[config.mk]
export PLATFORM = sky130hd
export DESIGN_NAME = fbm_exec
export DESIGN_NICKNAME = d
export VERILOG_FILES = /design/src/fbm_pkg.sv /design/src/fbm_cond.sv /design/src/fbm_cnt.sv /design/src/fbm_exec.sv
export SDC_FILE = /design/constraint.sdc
export NUM_CORES = 1
export LEC_CHECK = 0
export ABC_AREA = 1
export BUFFER_PORTS_ARGS = -buffer_cell sky130_fd_sc_hd__buf_2
export CAP_MARGIN = 20
export CORE_MARGIN = 3
export CORE_UTILIZATION = 49
export CTS_BUF_LIST = sky130_fd_sc_hd__clkbuf_8
export CTS_CLUSTER_DIAMETER = 100
export CTS_CLUSTER_SIZE = 30
export DETAILED_ROUTE_END_ITERATION = 7
export PLACE_DENSITY_LB_ADDON = 0.05
export SYNTH_ARGS = -nofsm -noshare
export SYNTH_HDL_FRONTEND = slang
export SYNTH_SLANG_ARGS = --single-unit
[constraint.sdc]
create_clock -name i_clk -period 14.7 [get_ports i_clk]
set_input_delay 2.94 -clock i_clk [delete_from_list [all_inputs] [get_ports i_clk]]
set_output_delay 2.94 -clock i_clk [all_outputs]
set_load 0.02 [all_outputs]
[src/fbm_pkg.sv]
// fbm_pkg: shared constants and types of the flag-branch and move unit
package fbm_pkg;

    ////////////////////////////////////////////////////////////////////////
    // operations handed over by the instruction decoder
    typedef enum logic [4:0] {
        OP_NONE,
        OP_BRANCH_ON_EQUAL,
        OP_BRANCH_ON_NOT_EQUAL,
        OP_BRANCH_CARRY_SET,
        OP_BRANCH_UNSIGNED_LOWER,
        OP_BRANCH_CARRY_CLEAR,
        OP_BRANCH_SAME_OR_HIGHER,
        OP_BRANCH_ON_MINUS,
        OP_BRANCH_ON_PLUS,
        OP_BRANCH_SIGNED_GE,
        OP_BRANCH_SIGNED_LT,
        OP_BRANCH_HALF_CARRY_SET,
        OP_BRANCH_HALF_CARRY_CLEAR,
        OP_BRANCH_TRANSFER_BIT_SET,
        OP_BRANCH_TRANSFER_BIT_CLEAR,
        OP_BRANCH_OVERFLOW_SET,
        OP_BRANCH_OVERFLOW_CLEAR,
        OP_BRANCH_IRQ_ENABLED,
        OP_BRANCH_IRQ_DISABLED,
        OP_BYTE_MOVE,
        OP_WORD_PAIR_COPY
    } fbm_op_e;

    ////////////////////////////////////////////////////////////////////////
    // status flag positions
    localparam int FLG_CARRY      = 0;
    localparam int FLG_ZERO       = 1;
    localparam int FLG_NEGATIVE   = 2;
    localparam int FLG_OVERFLOW   = 3;
    localparam int FLG_SIGN       = 4;
    localparam int FLG_HALF_CARRY = 5;
    localparam int FLG_TRANSFER   = 6;
    localparam int FLG_IRQ_ENABLE = 7;
    localparam int SREG_W         = 8;
    localparam int REG_DATA_W     = 8;
    localparam int REG_IDX_W      = 5;

    ////////////////////////////////////////////////////////////////////////
    // register bus map
    localparam int          AXI_ADDR_W     = 8;
    localparam int          AXI_DATA_W     = 32;
    localparam logic [7:0]  ADDR_CTRL      = 8'h00;
    localparam logic [7:0]  ADDR_STATUS    = 8'h04;
    localparam logic [7:0]  ADDR_TAKEN     = 8'h08;
    localparam logic [7:0]  ADDR_NOT_TAKEN = 8'h0C;
    localparam logic [7:0]  ADDR_MOVES     = 8'h10;
    localparam int          CTRL_ENABLE    = 0;
    localparam int          CTRL_CLEAR     = 1;
    localparam logic        CTRL_ENABLE_RST = 1'b1;
    localparam int          STAT_BUSY      = 0;
    localparam int          STAT_LAST_TKN  = 1;
    localparam logic [1:0]  RESP_OKAY      = 2'h0;
    localparam logic [1:0]  RESP_SLVERR    = 2'h2;
    localparam int          CNT_W          = 32;

endpackage : fbm_pkg

[src/fbm_cond.sv]
// fbm_cond: branch condition evaluation from the status flags
`timescale 1ns/1ps
module fbm_cond
    import fbm_pkg::*;
(
    input  wire fbm_pkg::fbm_op_e       i_op,
    input  wire logic [SREG_W-1:0]      i_sreg,
    output logic                        o_is_branch,
    output logic                        o_taken
);
    wire z  = i_sreg[FLG_ZERO];
    wire c  = i_sreg[FLG_CARRY];
    wire n  = i_sreg[FLG_NEGATIVE];
    wire v  = i_sreg[FLG_OVERFLOW];
    wire h  = i_sreg[FLG_HALF_CARRY];
    wire t  = i_sreg[FLG_TRANSFER];
    wire ie = i_sreg[FLG_IRQ_ENABLE];
    wire nv = n ^ v;

    always_comb
    begin
        o_is_branch = 1'b1;
        o_taken     = 1'b0;
        case (i_op)
            OP_BRANCH_ON_EQUAL:           o_taken = z;
            OP_BRANCH_ON_NOT_EQUAL:       o_taken = !z;
            OP_BRANCH_CARRY_SET,
            OP_BRANCH_UNSIGNED_LOWER:     o_taken = c;
            OP_BRANCH_CARRY_CLEAR,
            OP_BRANCH_SAME_OR_HIGHER:     o_taken = !c;
            OP_BRANCH_ON_MINUS:           o_taken = n;
            OP_BRANCH_ON_PLUS:            o_taken = !n;
            OP_BRANCH_SIGNED_GE:          o_taken = !nv;
            OP_BRANCH_SIGNED_LT:          o_taken = nv;
            OP_BRANCH_HALF_CARRY_SET:     o_taken = h;
            OP_BRANCH_HALF_CARRY_CLEAR:   o_taken = !h;
            OP_BRANCH_TRANSFER_BIT_SET:   o_taken = t;
            OP_BRANCH_TRANSFER_BIT_CLEAR: o_taken = !t;
            OP_BRANCH_OVERFLOW_SET:       o_taken = v;
            OP_BRANCH_OVERFLOW_CLEAR:     o_taken = !v;
            OP_BRANCH_IRQ_ENABLED:        o_taken = ie;
            OP_BRANCH_IRQ_DISABLED:       o_taken = !ie;
            default:                      o_is_branch = 1'b0;
        endcase
    end
endmodule : fbm_cond

[src/fbm_cnt.sv]
// fbm_cnt: event counter with synchronous clear, an increment in the clearing cycle loads one
`timescale 1ns/1ps
module fbm_cnt #(
    parameter int W = 32
) (
    input  wire logic         i_clk,
    input  wire logic         i_rst,
    input  wire logic         i_clr,
    input  wire logic         i_inc,
    output logic [W-1:0]      o_count
);
    localparam logic [W-1:0] ONE = W'(1);

    logic [W-1:0] cnt_q;
    logic [W-1:0] cnt_d;

    generate
        if (W < 1)
        begin : g_chk
            $error("fbm_cnt: width must be at least one");
        end
    endgenerate

    // an event in the clearing cycle still counts
    assign cnt_d = i_clr ? (i_inc ? ONE : '0) : (i_inc ? cnt_q + ONE : cnt_q);

    always_ff @(posedge i_clk or posedge i_rst)
    begin
        if (i_rst)
            cnt_q <= '0;
        else
            cnt_q <= cnt_d;
    end

    assign o_count = cnt_q;
endmodule : fbm_cnt

[src/fbm_exec.sv]
// fbm_exec: conditional relative branches and register moves of the core
`timescale 1ns/1ps
module fbm_exec
    import fbm_pkg::*;
#(
    parameter int PC_W   = 16,
    parameter int OFFS_W = 7
) (
    input  wire logic                          i_clk,
    input  wire logic                          i_rst,
    // issue from the instruction decoder
    input  wire logic                          i_issue_valid,
    output logic                               o_issue_ready,
    input  wire fbm_pkg::fbm_op_e              i_op,
    input  wire logic [OFFS_W-1:0]             i_offset,
    input  wire logic [PC_W-1:0]               i_pc,
    input  wire logic [fbm_pkg::SREG_W-1:0]    i_sreg,
    input  wire logic [fbm_pkg::REG_IDX_W-1:0] i_dst_idx,
    input  wire logic [fbm_pkg::REG_DATA_W-1:0] i_src_lo,
    input  wire logic [fbm_pkg::REG_DATA_W-1:0] i_src_hi,
    // completion toward program counter, flags and register file
    output logic                               o_done,
    output logic [PC_W-1:0]                    o_pc_next,
    output logic                               o_sreg_we,
    output logic                               o_wr_lo_en,
    output logic [fbm_pkg::REG_IDX_W-1:0]      o_wr_lo_idx,
    output logic [fbm_pkg::REG_DATA_W-1:0]     o_wr_lo_data,
    output logic                               o_wr_hi_en,
    output logic [fbm_pkg::REG_IDX_W-1:0]      o_wr_hi_idx,
    output logic [fbm_pkg::REG_DATA_W-1:0]     o_wr_hi_data,
    // axi4-lite slave
    input  wire logic                          i_awvalid,
    output logic                               o_awready,
    input  wire logic [fbm_pkg::AXI_ADDR_W-1:0] i_awaddr,
    input  wire logic                          i_wvalid,
    output logic                               o_wready,
    input  wire logic [fbm_pkg::AXI_DATA_W-1:0] i_wdata,
    input  wire logic [3:0]                    i_wstrb,
    output logic                               o_bvalid,
    input  wire logic                          i_bready,
    output logic [1:0]                         o_bresp,
    input  wire logic                          i_arvalid,
    output logic                               o_arready,
    input  wire logic [fbm_pkg::AXI_ADDR_W-1:0] i_araddr,
    output logic                               o_rvalid,
    input  wire logic                          i_rready,
    output logic [fbm_pkg::AXI_DATA_W-1:0]     o_rdata,
    output logic [1:0]                         o_rresp
);
    import fbm_pkg::*;

    typedef enum logic {
        ST_IDLE,
        ST_TAKEN
    } fbm_state_e;

    localparam logic [PC_W-1:0] PC_ONE = PC_W'(1);

    generate
        if (OFFS_W < 2 || PC_W < OFFS_W || PC_W > AXI_DATA_W)
        begin : g_chk
            $error("fbm_exec: offset and pc widths out of range");
        end
    endgenerate

    ////////////////////////////////////////////////////////////////////////
    // declarations
    fbm_state_e                 state_q;
    fbm_state_e                 state_d;
    logic [PC_W-1:0]            target_q;
    logic [PC_W-1:0]            pc_next_q;
    logic                       done_q;
    logic                       last_taken_q;
    logic                       wr_lo_en_q;
    logic [REG_IDX_W-1:0]       wr_lo_idx_q;
    logic [REG_DATA_W-1:0]      wr_lo_data_q;
    logic                       wr_hi_en_q;
    logic [REG_IDX_W-1:0]       wr_hi_idx_q;
    logic [REG_DATA_W-1:0]      wr_hi_data_q;
    logic                       enable_q;
    logic                       clear_q;
    logic                       aw_have_q;
    logic [AXI_ADDR_W-1:0]      aw_addr_q;
    logic                       w_have_q;
    logic [AXI_DATA_W-1:0]      w_data_q;
    logic [3:0]                 w_strb_q;
    logic                       bvalid_q;
    logic [1:0]                 bresp_q;
    logic                       rvalid_q;
    logic [AXI_DATA_W-1:0]      rdata_q;
    logic [1:0]                 rresp_q;
    logic [CNT_W-1:0]           cnt_taken;
    logic [CNT_W-1:0]           cnt_not_taken;
    logic [CNT_W-1:0]           cnt_moves;

    ////////////////////////////////////////////////////////////////////////
    // issue decode
    wire                is_branch;
    wire                taken;
    wire                accept      = i_issue_valid && o_issue_ready;
    wire                is_byte_mv  = (i_op == OP_BYTE_MOVE);
    wire                is_pair_cp  = (i_op == OP_WORD_PAIR_COPY);
    wire                is_move     = is_byte_mv || is_pair_cp;
    wire                br_taken    = accept && is_branch && taken;
    wire                br_skip     = accept && is_branch && !taken;
    wire                mv_go       = accept && is_move;
    wire [PC_W-1:0]     off_ext     = {{(PC_W-OFFS_W){i_offset[OFFS_W-1]}},
                                       i_offset};
    wire [PC_W-1:0]     pc_seq      = i_pc + PC_ONE;
    wire [PC_W-1:0]     pc_target   = i_pc + off_ext + PC_ONE;
    wire [REG_IDX_W-1:0] pair_lo    = {i_dst_idx[REG_IDX_W-1:1], 1'b0};
    wire [REG_IDX_W-1:0] pair_hi    = {i_dst_idx[REG_IDX_W-1:1], 1'b1};

    fbm_cond u_cond (
        .i_op        (i_op),
        .i_sreg      (i_sreg),
        .o_is_branch (is_branch),
        .o_taken     (taken)
    );

    // a taken branch holds off the next issue for one extra clock
    assign o_issue_ready = (state_q == ST_IDLE) && enable_q;

    ////////////////////////////////////////////////////////////////////////
    // sequencer
    always_comb
    begin
        state_d = state_q;
        case (state_q)
            ST_IDLE:
            begin
                if (br_taken)
                    state_d = ST_TAKEN;
            end
            ST_TAKEN:
            begin
                state_d = ST_IDLE;
            end
            default:
            begin
                state_d = ST_IDLE;
            end
        endcase
    end

    wire            done_d    = br_skip || mv_go || (state_q == ST_TAKEN);
    wire [PC_W-1:0] pc_next_d = (state_q == ST_TAKEN) ? target_q : pc_seq;

    always_ff @(posedge i_clk or posedge i_rst)
    begin
        if (i_rst)
        begin
            state_q      <= ST_IDLE;
            target_q     <= '0;
            done_q       <= 1'b0;
            pc_next_q    <= '0;
            last_taken_q <= 1'b0;
        end
        else
        begin
            state_q  <= state_d;
            done_q   <= done_d;
            if (br_taken)
                target_q <= pc_target;
            if (done_d)
                pc_next_q <= pc_next_d;
            if (accept && is_branch)
                last_taken_q <= taken;
        end
    end

    ////////////////////////////////////////////////////////////////////////
    // register file writes
    wire [REG_DATA_W-1:0] lo_data_d = i_src_lo;
    wire [REG_IDX_W-1:0]  lo_idx_d  = is_pair_cp ? pair_lo : i_dst_idx;

    always_ff @(posedge i_clk or posedge i_rst)
    begin
        if (i_rst)
        begin
            wr_lo_en_q   <= 1'b0;
            wr_lo_idx_q  <= '0;
            wr_lo_data_q <= '0;
            wr_hi_en_q   <= 1'b0;
            wr_hi_idx_q  <= '0;
            wr_hi_data_q <= '0;
        end
        else
        begin
            wr_lo_en_q <= mv_go;
            wr_hi_en_q <= accept && is_pair_cp;
            if (mv_go)
            begin
                wr_lo_idx_q  <= lo_idx_d;
                wr_lo_data_q <= lo_data_d;
                wr_hi_idx_q  <= pair_hi;
                wr_hi_data_q <= i_src_hi;
            end
        end
    end

    ////////////////////////////////////////////////////////////////////////
    // activity counters
    fbm_cnt #(.W(CNT_W)) u_cnt_taken (
        .i_clk   (i_clk),
        .i_rst   (i_rst),
        .i_clr   (clear_q),
        .i_inc   (br_taken),
        .o_count (cnt_taken)
    );

    fbm_cnt #(.W(CNT_W)) u_cnt_not_taken (
        .i_clk   (i_clk),
        .i_rst   (i_rst),
        .i_clr   (clear_q),
        .i_inc   (br_skip),
        .o_count (cnt_not_taken)
    );

    fbm_cnt #(.W(CNT_W)) u_cnt_moves (
        .i_clk   (i_clk),
        .i_rst   (i_rst),
        .i_clr   (clear_q),
        .i_inc   (mv_go),
        .o_count (cnt_moves)
    );

    ////////////////////////////////////////////////////////////////////////
    // axi4-lite write path
    wire aw_take  = i_awvalid && o_awready;
    wire w_take   = i_wvalid && o_wready;
    wire wr_fire  = aw_have_q && w_have_q && !bvalid_q;
    wire wr_ctrl  = (aw_addr_q[AXI_ADDR_W-1:2] == ADDR_CTRL[AXI_ADDR_W-1:2]);
    wire wr_ro    = (aw_addr_q[AXI_ADDR_W-1:2] == ADDR_STATUS[AXI_ADDR_W-1:2])
                 || (aw_addr_q[AXI_ADDR_W-1:2] == ADDR_TAKEN[AXI_ADDR_W-1:2])
                 || (aw_addr_q[AXI_ADDR_W-1:2]
                     == ADDR_NOT_TAKEN[AXI_ADDR_W-1:2])
                 || (aw_addr_q[AXI_ADDR_W-1:2] == ADDR_MOVES[AXI_ADDR_W-1:2]);
    wire ctrl_we  = wr_fire && wr_ctrl && w_strb_q[0];
    wire [1:0] wresp_d = (wr_ctrl || wr_ro) ? RESP_OKAY : RESP_SLVERR;

    assign o_awready = !aw_have_q && !bvalid_q;
    assign o_wready  = !w_have_q && !bvalid_q;

    always_ff @(posedge i_clk or posedge i_rst)
    begin
        if (i_rst)
        begin
            aw_have_q <= 1'b0;
            aw_addr_q <= '0;
            w_have_q  <= 1'b0;
            w_data_q  <= '0;
            w_strb_q  <= '0;
            bvalid_q  <= 1'b0;
            bresp_q   <= RESP_OKAY;
        end
        else
        begin
            if (aw_take)
            begin
                aw_have_q <= 1'b1;
                aw_addr_q <= i_awaddr;
            end
            if (w_take)
            begin
                w_have_q <= 1'b1;
                w_data_q <= i_wdata;
                w_strb_q <= i_wstrb;
            end
            if (wr_fire)
            begin
                bvalid_q  <= 1'b1;
                bresp_q   <= wresp_d;
                aw_have_q <= 1'b0;
                w_have_q  <= 1'b0;
            end
            else if (bvalid_q && i_bready)
                bvalid_q <= 1'b0;
        end
    end

    always_ff @(posedge i_clk or posedge i_rst)
    begin
        if (i_rst)
        begin
            enable_q <= CTRL_ENABLE_RST;
            clear_q  <= 1'b0;
        end
        else
        begin
            clear_q <= ctrl_we && w_data_q[CTRL_CLEAR];
            if (ctrl_we)
                enable_q <= w_data_q[CTRL_ENABLE];
        end
    end

    ////////////////////////////////////////////////////////////////////////
    // axi4-lite read path
    wire [AXI_ADDR_W-3:0] ra = i_araddr[AXI_ADDR_W-1:2];
    wire ar_take  = i_arvalid && o_arready;
    wire rd_ctrl  = (ra == ADDR_CTRL[AXI_ADDR_W-1:2]);
    wire rd_stat  = (ra == ADDR_STATUS[AXI_ADDR_W-1:2]);
    wire rd_tkn   = (ra == ADDR_TAKEN[AXI_ADDR_W-1:2]);
    wire rd_ntkn  = (ra == ADDR_NOT_TAKEN[AXI_ADDR_W-1:2]);
    wire rd_mov   = (ra == ADDR_MOVES[AXI_ADDR_W-1:2]);
    wire rd_hit   = rd_ctrl || rd_stat || rd_tkn || rd_ntkn || rd_mov;
    wire [AXI_DATA_W-1:0] ctrl_word = AXI_DATA_W'(enable_q) << CTRL_ENABLE;
    wire [AXI_DATA_W-1:0] stat_word =
        (AXI_DATA_W'(state_q == ST_TAKEN) << STAT_BUSY)
        | (AXI_DATA_W'(last_taken_q) << STAT_LAST_TKN);
    wire [AXI_DATA_W-1:0] rdata_d =
          rd_ctrl ? ctrl_word
        : rd_stat ? stat_word
        : rd_tkn  ? cnt_taken
        : rd_ntkn ? cnt_not_taken
        : rd_mov  ? cnt_moves
        : '0;

    assign o_arready = !rvalid_q;

    always_ff @(posedge i_clk or posedge i_rst)
    begin
        if (i_rst)
        begin
            rvalid_q <= 1'b0;
            rdata_q  <= '0;
            rresp_q  <= RESP_OKAY;
        end
        else if (ar_take)
        begin
            rvalid_q <= 1'b1;
            rdata_q  <= rdata_d;
            rresp_q  <= rd_hit ? RESP_OKAY : RESP_SLVERR;
        end
        else if (rvalid_q && i_rready)
            rvalid_q <= 1'b0;
    end

    ////////////////////////////////////////////////////////////////////////
    // outputs
    assign o_done       = done_q;
    assign o_pc_next    = pc_next_q;
    assign o_sreg_we    = 1'b0;
    assign o_wr_lo_en   = wr_lo_en_q;
    assign o_wr_lo_idx  = wr_lo_idx_q;
    assign o_wr_lo_data = wr_lo_data_q;
    assign o_wr_hi_en   = wr_hi_en_q;
    assign o_wr_hi_idx  = wr_hi_idx_q;
    assign o_wr_hi_data = wr_hi_data_q;
    assign o_bvalid     = bvalid_q;
    assign o_bresp      = bresp_q;
    assign o_rvalid     = rvalid_q;
    assign o_rdata      = rdata_q;
    assign o_rresp      = rresp_q;
endmodule : fbm_exec

==> summary.md, run 1 <==
| Metric | Value |
|---|---|
| Number of global-route vias before repair | 11600 |
| First-pass GRT wire length | 62200 µm |
| Die width | 168 µm |
| Final wirelength | 38300 µm |
| Post-CTS setup repair buffer count | 0 |
| Total power | 1.24 mW |
| Setup TNS | 0 ps |
| Avg Cell Area, Syn | 6.98 µm² |
| # clock sinks | 204 |
| Maximum clock rate | 204 MHz |
| R2r worst-path depth | 6 |
| Drc violations | 0 |
| Non-Filler Instances | 2289 |
| Latest clock arrival within the worst-skew pair | 560 ps |
| Worst-path clk slew | 160 ps |
| Final instance area | 0.0141 mm² |
| Most common cell after layout, fill and taps aside | nand2_1 |
| CTS Buf Count | 12 |
| Vias per cell | 5.44 |
| Area delta synth->final | 9.82% |
| Final ANT Viol Nets | 0 |
| Tmin final | 4910 ps |
| # resized after CTS | 0 |
| Int Power | 0.813 mW |
| Worst reg2reg startpoint | clear_q$_DFF_PP0_ |
| Register area share after synthesis | 39.9% |
| Comb power frac | 21.9% |
| IO Count | 205 |
| DR iter-0 viols | 949 |
| Endpoints failing setup | 0 |
| Largest net degree at the start of global routing | 135 |
| Placed cells | 2268 |
| Worst-margin pin slew | 986 ps |
| Slew margin rel. | 34.3% |
| Gr ovfl total | 0 |
| Clk_skew | 48.9 ps |
| Placed cell area | 0.0138 mm² |
| Worst hold-check path type | reg2reg |
| R2r setup slk | 11560 ps |
| CTS tree | done |
| Synth Instances | 1836 |
| H-tree Lvls | 1 |
| Ant. Diodes | 0 |
| Routed length per placed instance | 16.7 µm |
| Hold Startpoint | o_wr_lo_data[6]$_DFFE_PP0P_ |
| Initial antenna violation count | 0 |
| CP Capture Type | flop |
| Synth cell types | 45 |
| GPL Wtd Cong | 0.925 |
| Top_reg_cell synth | dfrtp_1 |
| FF-to-FF End | u_cnt_moves.o_count[0]$_DFFE_PP0P_ |
| P_leak | 7.31 nW |
| Async S/R FF share, synth | 100% |
| Slew Limit Fails | 0 |
| Share of cells above drive strength 1 | 11.8% |
| Global router's overall resource usage | 26.8% |
| Vias | 12400 |
| Critical path class | in2reg |
| Hold Path End | o_wr_lo_data[6]$_DFFE_PP0P_ |
| Unrepaired setup endpoints after global routing | no |
| Endpoints failing hold | 0 |
| FF+latch count, synth | 204 |
| Crit path required time | 15200 ps |
| Most frequent cells in the layout | 591 x nand2_1, 215 x nor2_1, 203 x dfrtp_1 |
| Clock network power share | 24.5% |
| # rows | 58 |
| Status | finished, final reports clean |
| Peak supply drop | 0.106 mV |
| Port Buffer Count | 163 |
| CP max FO | 51 |
| P_sw | 0.426 mW |
| Pwr Density | 88.1 mW/mm² |
| Hpwl dp | 27800 µm |
| Die Height | 168 µm |
| CTS root buffer | clkbuf_8 |
| CP arrival | 5410 ps |
| Core Region | 0.0255 mm² |
| Number of hold buffers added after CTS | 0 |
| Synthesis Warnings | 0 |
| Startpoint Class | input pin |
| Final core occ | 55.2% |
| Hold Path Depth | 2 |
| Critical Path Start | i_op[0] |
| Switch share | 34.4% |
| Post-synth EDFFs | 0 |
| Fraction of the cycle the final worst path needs | 33.4% |
| Fillers | 2561 |
| Maxcap violations | 0 |
| Clk buf depth | 3 |
| Sequential share of power | 53.6% |
| First drt pass iteration count | 5 |
| Area of the mapped netlist | 0.0128 mm² |
| Die area | 0.0281 mm² |
| Final Net Count | 2090 |
| Starting density of the core | 50.3% |
## layout make-up
cell class,instances,area (µm²),share of cell area [%]
Clock inverter,7,80.1,0.569
Sequential cell,204,5110,36.3
Timing Repair Buffer,177,933,6.64
Clock buffer,13,179,1.27
Inverter,165,628,4.47
Multi-Input combinational cell,1393,6730,47.8
Tap cell,330,413,2.94
## Yosys cell counts (19+ instances only)
master	n	share of area (%)
a21oi_1	38	1.5
xnor2_1	26	1.8
nand3_1	161	6.3
nand4_1	66	3.2
nor3_1	39	1.5
nand2_1	592	17
inv_1	159	4.7
ha_1	19	1.9
nor2_1	215	6.3
xor2_1	41	2.8
clkbuf_1	48	1.4
o21ai_0	94	3.7
dfrtp_1	203	40
## stage by stage
| stage | hold slack, ps | setup WS [ps] |
|---|---|---|
| after global routing | 520 | 9560 |
| after CTS | 499 | 9570 |
| after global placement | 451 | 8950 |
| after floorplan | 449 | 6190 |
| final | 493 | 9790 |
| after detailed placement | 457 | 8970 |
## layer usage
metal,up-vias,GRT usage (%),share of wire [%]
met5,-,0,0
met4,0,5.48,2.1
met3,44,3.14,7.1
met2,407,42.1,44
met1,5808,40.1,46
li1,6190,-,-
## worst max path at each step
| stage | to | slack [ps] | depth (start not counted) |
|---|---|---|---|
| 5_1_grt | o_pc_next[10]$_DFFE_PP0P_ | 9560 | 14 |
| 6_report | o_pc_next[10]$_DFFE_PP0P_ | 9790 | 15 |
| 3_3_place_gp | target_q[14]$_DFFE_PP0P_ | 8950 | 15 |
| 4_1_cts | target_q[13]$_DFFE_PP0P_ | 9570 | 15 |
| 2_1_floorplan | aw_addr_q[2]$_DFFE_PP0P_ | 6190 | 1 |
| 3_5_place_dp | target_q[13]$_DFFE_PP0P_ | 8970 | 15 |
## critical path, cell delays in order
cell and delay [ps]:
buf_2 140, inv_1 70, nand2_1 70, nor2_1 270
nand2_1 80, nand2_1 80, nor2_1 40, nand2_1 60
nor2_1 40, nor2_2 70, buf_4 400, nand2_4 430
nand2_2 440, nand2_1 150, nand2_1 90
## flip-flops by register name, summed over array words and instances (netlist names), 2 cells and up
name and cells:
aw_addr_q 6, o_pc_next 16, o_rdata 32, o_wr_hi_data 8
o_wr_lo_data 8, o_wr_lo_idx 5, target_q 16, u_cnt_moves.o_count 32
u_cnt_not_taken.o_count 32, u_cnt_taken.o_count 32, w_data_q 2
## power groups by stage
stage                     Sequential, mW  Clock (mW)  Combinational [mW]
after floorplan                    0.701           0               0.152
after global placement             0.673           0               0.269
after detailed placement           0.673           0               0.273
after CTS                          0.664       0.312               0.273
after global routing               0.672       0.329               0.304
final                              0.664       0.304               0.271
## kinds of logic (layout without fill, tap and decap cells)
logic type	Yosys count	after routing	share of synthesized area (%)
AND/OR/NAND/NOR	1110	1110	36.7
buffers and inverters	241	362	7.70
flip-flops	204	204	39.9
AO/OA/AOI/OAI	187	187	8.55
XOR/XNOR	67	67	4.58
adder cells (fa/ha/maj)	20	20	2.01
multiplexers	6	6	0.527
other	1	3	0.0293
Note: power is estimated with default switching activity, not from simulation.
==> run 2: changes to the inputs <==
clock period = 3.95 ns   (was 14.7 ns; I/O delays follow)
==> summary.md, run 2 (synthesis gave the netlist of run 1 again) <==
| Metric | Value |
|---|---|
| Critical Path Start | state_q$_DFF_PP0_ (was i_op[0]) |
| Final ANT Viol Nets | 0 (unchanged) |
| # rows | 58 (unchanged) |
| Latest clock arrival within the worst-skew pair | 580 ps (was 560 ps) |
| Number of global-route vias before repair | 11700 (was 11600) |
| GPL Wtd Cong | 0.946 (was 0.925) |
| CTS tree | done (unchanged) |
| First-pass GRT wire length | 62600 µm (was 62200 µm) |
| Fraction of the cycle the final worst path needs | 72.6% |
| Endpoints failing setup | 0 (unchanged) |
| Endpoints failing hold | 0 (unchanged) |
| Area delta synth->final | 10.3% (was 9.82%) |
| Largest net degree at the start of global routing | 73 (was 135) |
| # resized after CTS | 0 (unchanged) |
| Final Net Count | 2097 (was 2090) |
| Initial antenna violation count | 0 (unchanged) |
| Gr ovfl total | 0 (unchanged) |
| CP max FO | 24 (was 51) |
| IO Count | 205 (unchanged) |
| Clk_skew | 53.5 ps (was 48.9 ps) |
| First drt pass iteration count | 7 (was 5) |
| Maximum clock rate | 349 MHz |
| CP cell instances | nor2_1 -> nand2_1 -> nor2_1 -> nand2_2 -> nand2_1 -> inv_1 -> a21oi_1 -> inv_1 (was buf_2 -> inv_1 -> nand2_1 -> nor2_1 -> nand2_1 -> nand2_1 -> nor2_1 -> nand2_1 -> nor2_1 -> nor2_2 -> buf_4 -> nand2_4 -> nand2_2 -> nand2_1 -> nand2_1) |
| Core Region | 0.0255 mm² (unchanged) |
| Hold_ws | 298 ps (was 493 ps) |
| CTS Buf Count | 13 (was 12) |
| Unrepaired setup endpoints after global routing | no (unchanged) |
| CP arrival | 3360 ps (was 5410 ps) |
| Tmin final | 2870 ps |
| CP max-delay cell | dfrtp_1 (was nand2_2) |
| Hpwl dp | 28600 µm (was 27800 µm) |
| Die width | 168 µm (unchanged) |
| Setup TNS | 0 ps (unchanged) |
| CP bufs+invs | 2 (was 3) |
| Die Height | 168 µm (unchanged) |
| Startpoint Class | flop (was input pin) |
| Port Buffer Count | 163 (unchanged) |
| Final instance area | 0.0141 mm² (about the same) |
| CTS root buffer | clkbuf_8 (unchanged) |
| Final wirelength | 38300 µm (about the same) |
| CP Capture Type | flop (unchanged) |
| Pwr Density | 329 mW/mm² (was 88.1 mW/mm²) |
| Drc violations | 0 (unchanged) |
| Placed cell area | 0.0139 mm² (was 0.0138 mm²) |
| Clk buf depth | 3 (unchanged) |
| Post-CTS setup repair buffer count | 0 (unchanged) |
| Most common cell after layout, fill and taps aside | nand2_1 (unchanged) |
| CP top delay family | simple AND/OR/NAND/NOR gates (unchanged) |
| Global router's overall resource usage | 27.1% (was 26.8%) |
| Critical path's largest stage delay | 680 ps (was 440 ps) |
| Worst hold-check path type | in2async (was reg2reg) |
| Critical path class | reg2reg (was in2reg) |
| Final core occ | 55.5% (was 55.2%) |
| Worst-margin pin slew | 785 ps (was 986 ps) |
| Routed length per placed instance | 16.7 µm (about the same) |
| Peak supply drop | 0.348 mV (was 0.106 mV) |
| Maxcap violations | 0 (unchanged) |
| Worst reg2reg startpoint | state_q$_DFF_PP0_ (was clear_q$_DFF_PP0_) |
| Status | finished, final reports clean (unchanged) |
| Number of hold buffers added after CTS | 0 (unchanged) |
| P_leak | 7.35 nW (was 7.31 nW) |
| Ant. Diodes | 0 (unchanged) |
| # clock sinks | 204 (unchanged) |
| H-tree Lvls | 1 (unchanged) |
| Vias | 12400 (about the same) |
| Share of cells above drive strength 1 | 12.1% (was 11.8%) |
| Slew Limit Fails | 0 (unchanged) |
| DR iter-0 viols | 1072 (was 949) |
| Vias per cell | 5.42 (was 5.44) |
| Most frequent cells in the layout | 591 x nand2_1, 215 x nor2_1, 203 x dfrtp_1 (unchanged) |
| Worst-path clk slew | 190 ps (was 160 ps) |
| Die area | 0.0281 mm² (unchanged) |
| Slew margin rel. | 47.6% (was 34.3%) |
| Starting density of the core | 50.3% (unchanged) |
| Crit path required time | 4450 ps (was 15200 ps) |
## run 2: cell types whose count changed in the layout (fill, tap and decap cells not counted), sizes merged
cell	previous run	this run
buf	177	183
## run 2: metrics by stage
step | cells | setup WS (ps) | total power, mW
floorplan | 1838 | 517 | 3.17
global placement | 2275 | 948 | 3.51
detailed placement | 2275 | 910 | 3.54
CTS | 2295 | 1100 | 4.69
global route | 2295 | 775 | 4.90
finish | 2295 | 1080 | 4.65
## run 2: report_power, final
group	switching (mW)	internal, mW	total (mW)
Sequential	0.152	2.32	2.47
Clock	0.796	0.363	1.16
Combinational	0.657	0.356	1.01
Total	1.61	3.04	4.65
## run 2: path summary, 6_finish.rpt
path                                                           to  slack [ps]  cells after the start
max in group asynchronous                o_pc_next[2]$_DFFE_PP0P_        2750                      3
setup reg to reg               u_cnt_moves.o_count[0]$_DFFE_PP0P_        1080                      8
setup / recovery               u_cnt_moves.o_count[0]$_DFFE_PP0P_        1080                      8
min in group i_clk                     o_wr_lo_idx[4]$_DFFE_PP0P_         390                      3
hold reg to reg                       o_wr_hi_data[0]$_DFFE_PP0P_         490                      2
hold / removal             u_cnt_not_taken.o_count[8]$_DFFE_PP0P_         300                      2
## run 2: final cells by class
| class | instances | area (µm²) |
|---|---|---|
| fillers | 2566 | 11300 |
| inverters | 165 | 624 |
| clock inverters | 7 | 87.6 |
| flip-flops and latches | 204 | 5110 |
| well taps | 330 | 413 |
| repair buffers | 183 | 991 |
| clock buffers | 13 | 179 |
| multi-input cells | 1393 | 6730 |
## run 2: routing by layer
metal | up-vias | wire length [µm] | global-route usage (%)
met1 | 5805 | 18100 | 40.0
li1 | 6202 | - | -
met2 | 388 | 16900 | 42.6
met5 | - | 0 | 0
met3 | 52 | 2400 | 3.45
met4 | 0 | 873 | 6.55
